### src/cms_pkg.sv
package cms_pkg;
    // ************************************************************
    // apb register map
    // ************************************************************
    localparam logic [7:0] ADDR_CTRL   = 8'h00;
    localparam logic [7:0] ADDR_SEQ    = 8'h04;
    localparam logic [7:0] ADDR_CONV   = 8'h08;
    localparam logic [7:0] ADDR_CMD    = 8'h0C;
    localparam logic [7:0] ADDR_STATUS = 8'h10;
    localparam logic [7:0] ADDR_GAIN   = 8'h14;
    localparam logic [7:0] ADDR_COUNT  = 8'h18;
    // ************************************************************
    // field positions
    // ************************************************************
    localparam int CTRL_TRIG_LSB  = 0;
    localparam int CTRL_HF_BIT    = 4;
    localparam int CTRL_DIV4_BIT  = 5;
    localparam int CTRL_PIN_LSB   = 8;
    localparam int SEQ_PORT_LSB   = 0;
    localparam int SEQ_FLOAT_BIT  = 8;
    localparam int SEQ_CINT_BIT   = 9;
    localparam int SEQ_CEXT_BIT   = 10;
    localparam int SEQ_DCBAL_BIT  = 11;
    localparam int SEQ_DIFF_BIT   = 12;
    localparam int CONV_AVG_LSB   = 0;
    localparam int CONV_DUMMY_LSB = 16;
    localparam int CONV_TMR_LSB   = 20;
    localparam int CMD_START_BIT  = 0;
    localparam int CMD_READ_BIT   = 1;
    localparam int CMD_DONE_BIT   = 2;
    localparam int CMD_EOC_BIT    = 3;
    // ************************************************************
    // reset values
    // ************************************************************
    localparam logic [31:0] CTRL_RST  = 32'h0000_0000;
    localparam logic [31:0] SEQ_RST   = 32'h0000_0203;
    localparam logic [31:0] CONV_RST  = 32'h0010_0000;
    localparam logic [31:0] GAIN_RST  = 32'h0000_0000;
    // ************************************************************
    // sizes and timing
    // ************************************************************
    localparam int NUM_PORTS  = 6;
    localparam int AVG_W      = 13;
    localparam int DUMMY_W    = 4;
    localparam int TMR_W      = 12;
    localparam int HF_DIV     = 4;
    localparam int MCLK_MHZ   = 100;
    localparam int HF_MHZ     = 2;
    localparam int HF_CYCLES  = MCLK_MHZ / HF_MHZ;
    localparam int LF_KHZ     = 50;
    localparam int LF_CYCLES  = MCLK_MHZ * 1000 / LF_KHZ;
    // ************************************************************
    // types
    // ************************************************************
    typedef enum logic [2:0] {
        TRIG_CONT    = 3'h0,
        TRIG_READ    = 3'h1,
        TRIG_TIMER   = 3'h2,
        TRIG_TIMER_S = 3'h3,
        TRIG_UNDEF   = 3'h4,
        TRIG_PIN     = 3'h5,
        TRIG_OPCODE  = 3'h6,
        TRIG_CONT_X  = 3'h7
    } cms_trig_e;
    typedef enum logic [2:0] {
        ST_IDLE,
        ST_REF,
        ST_PORT,
        ST_CINT,
        ST_DONE
    } cms_state_e;
endpackage

### src/cms_tick_if.sv
`timescale 1ns/1ps
interface cms_tick_if;
    logic hf_sel;
    logic div4_dis;
    logic tick;
    modport gen (input hf_sel, input div4_dis, output tick);
    modport use_m (output hf_sel, output div4_dis, input tick);
endinterface
### src/cms_cycle_clk.sv
`timescale 1ns/1ps
module cms_cycle_clk
    import cms_pkg::*;
#(
    parameter int LF_DIV = LF_CYCLES
) (
    // clock and reset
    input  wire logic MCLK_I,
    input  wire logic RESET_N_I,
    // control and tick
    cms_tick_if.gen   tk
);
    logic [31:0] hf_cnt_r, hf_cnt_nxt;
    logic [31:0] lf_cnt_r, lf_cnt_nxt;
    logic [1:0]  q_r, q_nxt;
    logic        hf_p, lf_p;
    // ************************************************************
    // oscillator dividers and quarter divider
    // ************************************************************
    always_comb begin
        hf_p       = (hf_cnt_r == 32'(HF_CYCLES - 1));
        lf_p       = (lf_cnt_r == 32'(LF_DIV - 1));
        hf_cnt_nxt = hf_p ? 32'h0000_0000 : hf_cnt_r + 32'h0000_0001;
        lf_cnt_nxt = lf_p ? 32'h0000_0000 : lf_cnt_r + 32'h0000_0001;
        q_nxt      = hf_p ? q_r + 2'h1 : q_r;
        if (!tk.hf_sel) begin
            tk.tick = lf_p;
        end else if (tk.div4_dis) begin
            tk.tick = hf_p;
        end else begin
            tk.tick = hf_p && (q_r == 2'(HF_DIV - 1));
        end
    end
    always_ff @(posedge MCLK_I) begin
        if (!RESET_N_I) begin
            hf_cnt_r <= 32'h0000_0000;
            lf_cnt_r <= 32'h0000_0000;
            q_r      <= 2'h0;
        end else begin
            hf_cnt_r <= hf_cnt_nxt;
            lf_cnt_r <= lf_cnt_nxt;
            q_r      <= q_nxt;
        end
    end
endmodule // cms_cycle_clk

### src/cms_sequencer.sv
// The address map and the APB register port were left to the implementer.
`timescale 1ns/1ps
// Notes on behaviour
// - grounded: reference port then enabled sensor ports
// - internal compensation closes sequence, ports off
// - floating: reference pair then one-two pairs
// - external compensation: first, second, both ports
// - floating sequence ends with stray cycle
// - conversion runs to completion once triggered
// - end-of-conversion flag to processor and converter
// - continuous starts after reset and after processing
// - read mode drives interrupt low at end
// - end of serial read starts next conversion
// - timer mode uses internal timer
// - stray cycle opens both port switches
// - charge first, second, then both electrodes
// - dc balance option changes port drive
// - cycle base slow, four fast, or fast
// - quarter divider disable picks 2 or 0.5 MHz
// - trigger source encoding as listed
// - dummy cycles then averaged samples
module cms_sequencer
    import cms_pkg::*;
#(
    parameter int LF_DIV = LF_CYCLES
) (
    // clock and reset
    input  wire logic        MCLK_I,
    input  wire logic        RESET_N_I,
    // apb slave
    input  wire logic        PSEL_I,
    input  wire logic        PENABLE_I,
    input  wire logic        PWRITE_I,
    input  wire logic [7:0]  PADDR_I,
    input  wire logic [31:0] PWDATA_I,
    output logic      [31:0] PRDATA_O,
    output logic             PREADY_O,
    output logic             PSLVERR_O,
    // trigger pins
    input  wire logic [3:0]  TRIG_PINS_I,
    // port drive
    output logic      [5:0]  PORT_SEL_O,
    output logic             PORT_SWITCH_FIRST_O,
    output logic             PORT_SWITCH_SECOND_O,
    output logic             PORT_DC_FREE_O,
    output logic             CYCLE_START_O,
    // status
    output logic             EOC_O,
    output logic             INT_N_O,
    output logic             BUSY_O
);
    import cms_pkg::*;
    cms_tick_if tk ();
    logic [31:0] ctrl_r, ctrl_nxt, seq_r, seq_nxt, conv_r, conv_nxt, gain_r, gain_nxt;
    logic [15:0] count_r, count_nxt;
    cms_state_e  st_r, st_nxt;
    logic [2:0]  idx_r, idx_nxt;
    logic [1:0]  sub_r, sub_nxt;
    logic [AVG_W:0] smp_r, smp_nxt;
    logic [DUMMY_W:0] dum_r, dum_nxt;
    logic [TMR_W-1:0] tmr_r, tmr_nxt;
    logic        boot_r, boot_nxt, int_n_r, int_n_nxt, eoc_r, eoc_nxt;
    logic [5:0]  sel_r, sel_nxt;
    logic        sw1_r, sw1_nxt, sw2_r, sw2_nxt, cs_r, cs_nxt;
    logic        wr, rd, start_req, flo, step, pin_v, pin_r;
    cms_trig_e   trig;
    logic [31:0] rdata;
    // ************************************************************
    // helpers
    // ************************************************************
    function automatic logic port_on(input logic [31:0] s, input logic [2:0] i);
        port_on = s[SEQ_PORT_LSB + int'(i)];
    endfunction
    function automatic logic [2:0] next_port(input logic [31:0] s, input logic [2:0] i, input logic f);
        logic [2:0] n;
        n = 3'h7;
        for (int k = NUM_PORTS - 1; k > 0; k--) begin
            if (3'(k) > i && port_on(s, 3'(k)) && (!f || k[0] == 1'b0)) begin
                n = 3'(k);
            end
        end
        next_port = n;
    endfunction
    cms_cycle_clk #(.LF_DIV(LF_DIV)) u_clk (.MCLK_I(MCLK_I), .RESET_N_I(RESET_N_I), .tk(tk.gen));
    assign tk.hf_sel   = ctrl_r[CTRL_HF_BIT];
    assign tk.div4_dis = ctrl_r[CTRL_DIV4_BIT];
    assign step        = tk.tick;
    assign flo         = seq_r[SEQ_FLOAT_BIT];
    assign trig        = cms_trig_e'(ctrl_r[CTRL_TRIG_LSB +: 3]);
    // ************************************************************
    // apb registers
    // ************************************************************
    assign wr        = PSEL_I && PENABLE_I && PWRITE_I;
    assign rd        = PSEL_I && !PENABLE_I && !PWRITE_I;
    assign PREADY_O  = 1'b1;
    assign pin_v     = TRIG_PINS_I[ctrl_r[CTRL_PIN_LSB +: 2]];
    always_comb begin
        ctrl_nxt = ctrl_r;
        seq_nxt  = seq_r;
        conv_nxt = conv_r;
        gain_nxt = gain_r;
        rdata    = 32'h0000_0000;
        if (wr && PADDR_I == ADDR_CTRL) begin
            ctrl_nxt = PWDATA_I;
        end else if (wr && PADDR_I == ADDR_SEQ) begin
            seq_nxt = PWDATA_I;
        end else if (wr && PADDR_I == ADDR_CONV) begin
            conv_nxt = PWDATA_I;
        end else if (wr && PADDR_I == ADDR_GAIN) begin
            gain_nxt = PWDATA_I;
        end
        if (PADDR_I == ADDR_CTRL) begin
            rdata = ctrl_r;
        end else if (PADDR_I == ADDR_SEQ) begin
            rdata = seq_r;
        end else if (PADDR_I == ADDR_CONV) begin
            rdata = conv_r;
        end else if (PADDR_I == ADDR_STATUS) begin
            rdata = {27'h000_0000, int_n_r, eoc_r, st_r};
        end else if (PADDR_I == ADDR_GAIN) begin
            rdata = gain_r;
        end else if (PADDR_I == ADDR_COUNT) begin
            rdata = {16'h0000, count_r};
        end
    end
    assign PSLVERR_O = PSEL_I && PENABLE_I && !(PADDR_I == ADDR_CTRL || PADDR_I == ADDR_SEQ
        || PADDR_I == ADDR_CONV || PADDR_I == ADDR_CMD || PADDR_I == ADDR_STATUS
        || PADDR_I == ADDR_GAIN || PADDR_I == ADDR_COUNT);
    // ************************************************************
    // trigger selection
    // ************************************************************
    always_comb begin
        start_req = 1'b0;
        tmr_nxt   = tmr_r;
        case (trig)
            TRIG_CONT, TRIG_CONT_X: begin
                start_req = boot_r || (wr && PADDR_I == ADDR_CMD && PWDATA_I[CMD_DONE_BIT]);
            end
            TRIG_READ: begin
                start_req = wr && PADDR_I == ADDR_CMD
                    && (PWDATA_I[CMD_START_BIT] || PWDATA_I[CMD_READ_BIT]);
            end
            TRIG_TIMER, TRIG_TIMER_S: begin
                if (step) begin
                    tmr_nxt = (tmr_r == 0) ? conv_r[CONV_TMR_LSB +: TMR_W] : tmr_r - 1'b1;
                end
                start_req = step && tmr_r == 0;
            end
            TRIG_PIN: begin
                start_req = pin_v && !pin_r;
            end
            TRIG_OPCODE: begin
                start_req = wr && PADDR_I == ADDR_CMD && PWDATA_I[CMD_START_BIT];
            end
            default: begin
                start_req = 1'b0;
            end
        endcase
    end
    // ************************************************************
    // sequencer
    // ************************************************************
    always_comb begin
        st_nxt    = st_r;
        idx_nxt   = idx_r;
        sub_nxt   = sub_r;
        smp_nxt   = smp_r;
        dum_nxt   = dum_r;
        boot_nxt  = 1'b0;
        eoc_nxt   = 1'b0;
        int_n_nxt = int_n_r;
        count_nxt = count_r;
        sel_nxt   = sel_r;
        sw1_nxt   = sw1_r;
        sw2_nxt   = sw2_r;
        cs_nxt    = 1'b0;
        if (wr && PADDR_I == ADDR_CMD && PWDATA_I[CMD_READ_BIT]) begin
            int_n_nxt = 1'b1;
        end
        case (st_r)
            ST_IDLE: begin
                if (start_req) begin
                    st_nxt  = ST_REF;
                    idx_nxt = 3'h0;
                    sub_nxt = 2'h0;
                    smp_nxt = '0;
                    dum_nxt = '0;
                end
            end
            ST_REF, ST_PORT: begin
                if (step) begin
                    cs_nxt = 1'b1;
                    sel_nxt = '0;
                    if (flo) begin
                        sel_nxt[idx_r]      = (sub_r != 2'h1);
                        sel_nxt[idx_r + 1'b1] = (sub_r != 2'h0);
                        sw1_nxt = (sub_r != 2'h1);
                        sw2_nxt = (sub_r != 2'h0) || seq_r[SEQ_DCBAL_BIT];
                    end else begin
                        sel_nxt[idx_r] = 1'b1;
                        sw1_nxt = 1'b1;
                        sw2_nxt = 1'b0;
                    end
                    if (flo && seq_r[SEQ_CEXT_BIT] && sub_r != 2'h2) begin
                        sub_nxt = sub_r + 2'h1;
                    end else if (flo && !seq_r[SEQ_CEXT_BIT] && sub_r == 2'h0) begin
                        sub_nxt = 2'h1;
                    end else begin
                        sub_nxt = 2'h0;
                        idx_nxt = next_port(seq_r, idx_r + (flo ? 3'h1 : 3'h0), flo);
                        st_nxt  = (next_port(seq_r, idx_r + (flo ? 3'h1 : 3'h0), flo) == 3'h7)
                            ? (seq_r[SEQ_CINT_BIT] || flo ? ST_CINT : ST_DONE) : ST_PORT;
                    end
                end
            end
            ST_CINT: begin
                if (step) begin
                    cs_nxt  = 1'b1;
                    sel_nxt = '0;
                    sw1_nxt = 1'b0;
                    sw2_nxt = 1'b0;
                    st_nxt  = ST_DONE;
                end
            end
            ST_DONE: begin
                if (dum_r < {1'b0, conv_r[CONV_DUMMY_LSB +: DUMMY_W]}) begin
                    dum_nxt = dum_r + 1'b1;
                    st_nxt  = ST_REF;
                    idx_nxt = 3'h0;
                end else if (smp_r < {1'b0, conv_r[CONV_AVG_LSB +: AVG_W]}) begin
                    smp_nxt = smp_r + 1'b1;
                    st_nxt  = ST_REF;
                    idx_nxt = 3'h0;
                end else begin
                    st_nxt    = ST_IDLE;
                    eoc_nxt   = 1'b1;
                    count_nxt = count_r + 16'h0001;
                    if (trig == TRIG_READ) begin
                        int_n_nxt = 1'b0;
                    end
                end
            end
            default: begin
                st_nxt = ST_IDLE;
            end
        endcase
    end
    always_ff @(posedge MCLK_I) begin
        if (!RESET_N_I) begin
            ctrl_r  <= CTRL_RST;
            seq_r   <= SEQ_RST;
            conv_r  <= CONV_RST;
            gain_r  <= GAIN_RST;
            count_r <= 16'h0000;
            st_r    <= ST_IDLE;
            idx_r   <= 3'h0;
            sub_r   <= 2'h0;
            smp_r   <= '0;
            dum_r   <= '0;
            tmr_r   <= '0;
            boot_r  <= 1'b1;
            int_n_r <= 1'b1;
            eoc_r   <= 1'b0;
            sel_r   <= 6'h00;
            sw1_r   <= 1'b0;
            sw2_r   <= 1'b0;
            cs_r    <= 1'b0;
            pin_r   <= 1'b0;
            PRDATA_O <= 32'h0000_0000;
        end else begin
            ctrl_r  <= ctrl_nxt;
            seq_r   <= seq_nxt;
            conv_r  <= conv_nxt;
            gain_r  <= gain_nxt;
            count_r <= count_nxt;
            st_r    <= st_nxt;
            idx_r   <= idx_nxt;
            sub_r   <= sub_nxt;
            smp_r   <= smp_nxt;
            dum_r   <= dum_nxt;
            tmr_r   <= tmr_nxt;
            boot_r  <= boot_nxt;
            int_n_r <= int_n_nxt;
            eoc_r   <= eoc_nxt;
            sel_r   <= sel_nxt;
            sw1_r   <= sw1_nxt;
            sw2_r   <= sw2_nxt;
            cs_r    <= cs_nxt;
            pin_r   <= pin_v;
            PRDATA_O <= rd ? rdata : PRDATA_O;
        end
    end
    assign PORT_SEL_O           = sel_r;
    assign PORT_SWITCH_FIRST_O  = sw1_r;
    assign PORT_SWITCH_SECOND_O = sw2_r;
    assign PORT_DC_FREE_O       = flo && seq_r[SEQ_DIFF_BIT] && seq_r[SEQ_DCBAL_BIT];
    assign CYCLE_START_O        = cs_r;
    assign EOC_O                = eoc_r;
    assign INT_N_O              = int_n_r;
    assign BUSY_O               = (st_r != ST_IDLE);
    // ************************************************************
    // assertions
    // ************************************************************
    eoc_pulse_a: assert property (@(posedge MCLK_I) disable iff (!RESET_N_I) EOC_O |=> !EOC_O)
        else $error("eoc longer than one cycle");
    no_restart_a: assert property (@(posedge MCLK_I) disable iff (!RESET_N_I)
        (st_r == ST_PORT && !step) |=> st_r == ST_PORT)
        else $error("conversion restarted");
    cint_open_a: assert property (@(posedge MCLK_I) disable iff (!RESET_N_I)
        (st_r == ST_CINT && step) |=> (!sw1_r && !sw2_r && sel_r == 6'h00))
        else $error("switch closed in stray cycle");
    int_low_a: assert property (@(posedge MCLK_I) disable iff (!RESET_N_I)
        (EOC_O && trig == TRIG_READ) |-> !INT_N_O)
        else $error("interrupt not low");
    eoc_idle_a: assert property (@(posedge MCLK_I) disable iff (!RESET_N_I) EOC_O |-> st_r == ST_IDLE)
        else $error("eoc while busy");
    ref_first_a: assert property (@(posedge MCLK_I) disable iff (!RESET_N_I)
        (st_r == ST_IDLE && start_req) |=> st_r == ST_REF && idx_r == 3'h0)
        else $error("sequence not from reference");
    flo_cint_a: assert property (@(posedge MCLK_I) disable iff (!RESET_N_I)
        (flo && st_r == ST_PORT && step && st_nxt == ST_DONE) |-> 1'b0)
        else $error("floating without stray cycle");
    undef_trig_a: assert property (@(posedge MCLK_I) disable iff (!RESET_N_I)
        (trig == TRIG_UNDEF) |-> !start_req)
        else $error("undefined trigger started");
    cov_eoc_c: cover property (@(posedge MCLK_I) EOC_O);
    cov_cint_c: cover property (@(posedge MCLK_I) st_r == ST_CINT);
    cov_read_c: cover property (@(posedge MCLK_I) trig == TRIG_READ && !INT_N_O);
endmodule // cms_sequencer

### config.mk
export PLATFORM = sky130hd
export DESIGN_NAME = cms_sequencer
export DESIGN_NICKNAME = d
export VERILOG_FILES = /design/src/cms_pkg.sv /design/src/cms_tick_if.sv /design/src/cms_cycle_clk.sv /design/src/cms_sequencer.sv
export SDC_FILE = /design/constraint.sdc
export NUM_CORES = 1
export LEC_CHECK = 0
export ABC_CLOCK_PERIOD_IN_PS = 5800
export BUFFER_PORTS_ARGS = -buffer_cell sky130_fd_sc_hd__buf_4
export CAP_MARGIN = 25
export CORE_ASPECT_RATIO = 0.6
export CORE_MARGIN = 4
export CORE_UTILIZATION = 45
export DETAILED_ROUTE_END_ITERATION = 12
export HOLD_SLACK_MARGIN = 0.1
export PLACE_DENSITY_LB_ADDON = 0.05
export SLEW_MARGIN = 20
export SYNTH_ARGS = -nofsm -noshare
export SYNTH_HDL_FRONTEND = slang
export SYNTH_SLANG_ARGS = --single-unit
### constraint.sdc
create_clock -name MCLK_I -period 5.8 [get_ports MCLK_I]
set_clock_uncertainty 0.1 [all_clocks]
set_input_delay 0.87 -clock MCLK_I [delete_from_list [all_inputs] [get_ports MCLK_I]]
set_output_delay 0.87 -clock MCLK_I [all_outputs]
set_load 0.01 [all_outputs]
==> Flow_metrics.wiki <==
{| class="wikitable"
! Metric !! Value
|-
| Status || complete, no violations
|-
| Core area || 0.0301 mm2
|-
| Filler cells || 2893
|-
| Share of synthesized area occupied by flip-flops and latches || 42.7%
|-
| Syn Nets || 1792
|-
| Number of antenna violations at the first check in global routing || 0
|-
| Async set-reset flop share out of synthesis || 0%
|-
| Achievable clock frequency || 275 MHz
|-
| Layout overhead on the synthesized area || 13.5%
|-
| Final cell count without fillers || 2182
|-
| Switching share of power || 25.0%
|-
| Count of hold-fix buffers inserted at cts || 0
|-
| Final hold violation count || 0
|-
| Number of failing setup endpoints in the final timing report || 0
|-
| DR WL/cell || 18.9 um
|-
| Initial DRC Count || 1224
|-
| Effective utilization at floorplan || 45.8%
|-
| Dominant synthesized flop cell || dfxtp_1
|-
| Final antenna-violating net count || 0
|-
| Worst setup SP type || primary input
|-
| Clock network power share || 43.4%
|-
| Setup TNS after final layout || 0 ps
|-
| Max Slew Vio Count || 0
|-
| Maximum ir drop on the vdd rail || 0.222 mV
|-
| Gpl congestion || 0.862
|-
| Clock-pin slew reported for the worst setup and hold paths after clock tree synthesis || 60 ps
|-
| Leading cell type in the layout, fill and taps excluded || nand2_1
|-
| Number of rows in the core area || 49
|-
| Number of synthesized register bits || 294
|-
| Minimum period implied by the final worst setup slack || 3630 ps
|-
| Cell count after synthesis || 1713
|-
| Vertical extent of the die || 144 um
|-
| Hpwl dp || 28.4 mm
|-
| Number of antenna repair diodes || 0
|-
| Pleak || 0.00543 uW
|-
| Leading cell types in the layout, fill and taps excluded || nand2_1, dfxtp_1, a21oi_1
|-
| Sequential power share || 47.4%
|-
| WL final || 41.1 mm
|-
| Max-capacitance violation count || 0
|-
| Data required time at the worst endpoint || 4830 ps
|-
| Clock tree root driver cell || clkbuf_16
|-
| Clock insertion delay at the later pin of the skew report || 550 ps
|-
| Syn Std Cell Area || 0.0138 mm2
|-
| Worst rel slew slack || 32.7%
|-
| Post-synth EDFFs || 0
|-
| Arrival time at the worst endpoint || 2660 ps
|-
| DRC || 0
|-
| Clock tree from TritonCTS || done
|-
| Final nets || 1834
|-
| Maximum clock path buffer count || 3
|-
| Die boundary width || 234 um
|-
| Relative contribution of combinational cells to total power || 9.2%
|-
| Yosys cell types || 76
|-
| Worst Path Max Fanout || 8
|-
| CTS sink count || 294
|-
| RSZ-0062 raised after global routing || no
|-
| Largest net degree at the start of global routing || 81
|-
| Vias per inst || 5.60
|-
| Path class of the lowest-slack min-delay path || flip-flop to flip-flop
|-
| Number of cells in the design after placement || 2132
|-
| Synthesized area divided by synthesized cell count || 8.05 um2
|-
| Top-Level Pins || 96
|-
| Total net switching power || 1090 uW
|-
| GR Overflow Total || 0
|-
| Power Density || 280 mW/mm2
|-
| Combined global-route utilization of all metal layers || 24.0%
|-
| First-pass iteration count of the detailed router || 7
|-
| Number of resized instances in the post-cts repair step || 0
|-
| Int Pwr || 3280 uW
|-
| Worst slew pin tran || 1000 ps
|-
| Clock buffer count from CTS || 29
|-
| Critical path class || primary input to output port
|-
| Depth of the CTS H-tree || 1
|-
| Setup bufs post-CTS || 0
|-
| Most prevalent standard cell on the critical path || buf_4
|-
| Slowest stage cell on the critical path || or4_1
|-
| Endpoint type of the worst setup path || output port
|-
| Chain of cells forming the critical path || buf_4 > or4_1 > a311oi_1 > nor2_1 > buf_4
|-
| Number of global-route vias before repair || 11000
|-
| Area of the die || 0.0336 mm2
|-
| Count of vias placed by the detailed router || 12200
|-
| Global-route wire length before repair || 64.1 mm
|-
| Fraction of final layout cells sized beyond drive strength 1 || 12.3%
|-
| Slowest stage delay, CP || 760 ps
|-
| Count of port buffers added during placement || 94
|-
| Synth warnings || 0
|-
| Final worst path period share || 62.6%
|}
flip-flops by register name, indices dropped and copies added, names as in the netlist, 2 cells and up:
register and cells:
PRDATA_O 32, conv_r 32, ctrl_r 32, gain_r 32, seq_r 32, u_clk.hf_cnt_r 32
u_clk.lf_cnt_r 32, count_r 16, smp_r 14, tmr_r 12, PORT_SEL_O 6, dum_r 5
idx_r 3, st_r 3, sub_r 2, u_clk.q_r 2
per-layer routing:
metal	vias up	global-route usage, %	wire length (um)
li1	6049	-	-
met1	5766	38.8	21300
met2	378	33.2	16100
met3	36	4.68	3210
met4	0	3.19	527
met5	-	0	0
area by class of cell:
type / count / area, um2 / share of cell area [%]
timing repair buffer: 117 / 878 / 5.61
tap: 408 / 510 / 3.26
inverter: 42 / 163 / 1.04
sequential: 294 / 5890 / 37.6
clock inverter: 7 / 85.1 / 0.544
clock buffer: 43 / 848 / 5.42
multi-input combinational: 1271 / 7280 / 46.5
path summary, 6_finish.rpt:
kind	cells past startpoint	end	from	slack, ps
max	5	PSLVERR_O	PADDR_I[1]	2170
min	1	u_clk.lf_cnt_r[0]$_SDFF_PP0_	u_clk.lf_cnt_r[0]$_SDFF_PP0_	340
max reg2reg	8	INT_N_O$_SDFF_PN1_	conv_r[19]$_SDFFE_PN0P_	2530
min reg2reg	1	u_clk.lf_cnt_r[0]$_SDFF_PP0_	u_clk.lf_cnt_r[0]$_SDFF_PP0_	340
cell usage after synthesis, types with 30 or more instances:
cell type / instances / share of area [%]
nand2_1: 342 / 9.3
dfxtp_1: 294 / 43
a21oi_1: 189 / 6.9
nor2_1: 154 / 4.2
o21ai_0: 71 / 2.6
clkbuf_1: 58 / 1.6
nand3_1: 56 / 2.0
inv_1: 42 / 1.1
xnor2_1: 42 / 2.7
buf_2: 31 / 1.1
xor2_1: 31 / 2.0
a21oi_2: 30 / 1.9
ha_1: 30 / 2.7
kinds of logic after synthesis:
logic type,after synthesis,synth area share (%)
simple gates,732,24.8
fa+ha+maj,31,2.79
flops,294,42.7
xor+xnor,73,4.64
compound gates,403,18.0
mux,31,2.37
other cells,1,0.0272
buf+inv,148,4.69
worst max-delay path: cells and delay by family:
| family | cells | cell delay [ps] |
|---|---|---|
| AO/OA/AOI/OAI | 1 | 640 |
| AND/OR/NAND/NOR | 2 | 870 |
| buffers and inverters | 2 | 270 |
stage by stage:
| step | instance area, um2 | setup WS, ps | hold slack [ps] | util, % | power, uW |
|---|---|---|---|---|---|
| finish | 15700 | 2170 | 339 | 52.0 | 4380 |
| global route | 15700 | 2020 | 356 | 52.0 | 4530 |
| CTS | 15700 | 2190 | 343 | 52.0 | 4410 |
| detailed placement | 14700 | 1650 | 332 | 48.9 | 2520 |
| global placement | 14700 | 1740 | 326 | 48.9 | 2510 |
| floorplan | 13800 | 2930 | 313 | - | 2370 |
power by group through the flow:
stage                     clock network, uW  logic, uW  registers (uW)
after floorplan                           0        271            2100
after global placement                    0        396            2120
after detailed placement                  0        399            2120
after CTS                              1940        400            2070
after global routing                   2020        436            2080
final                                  1900        404            2070
(Power assumes the default switching activity.)
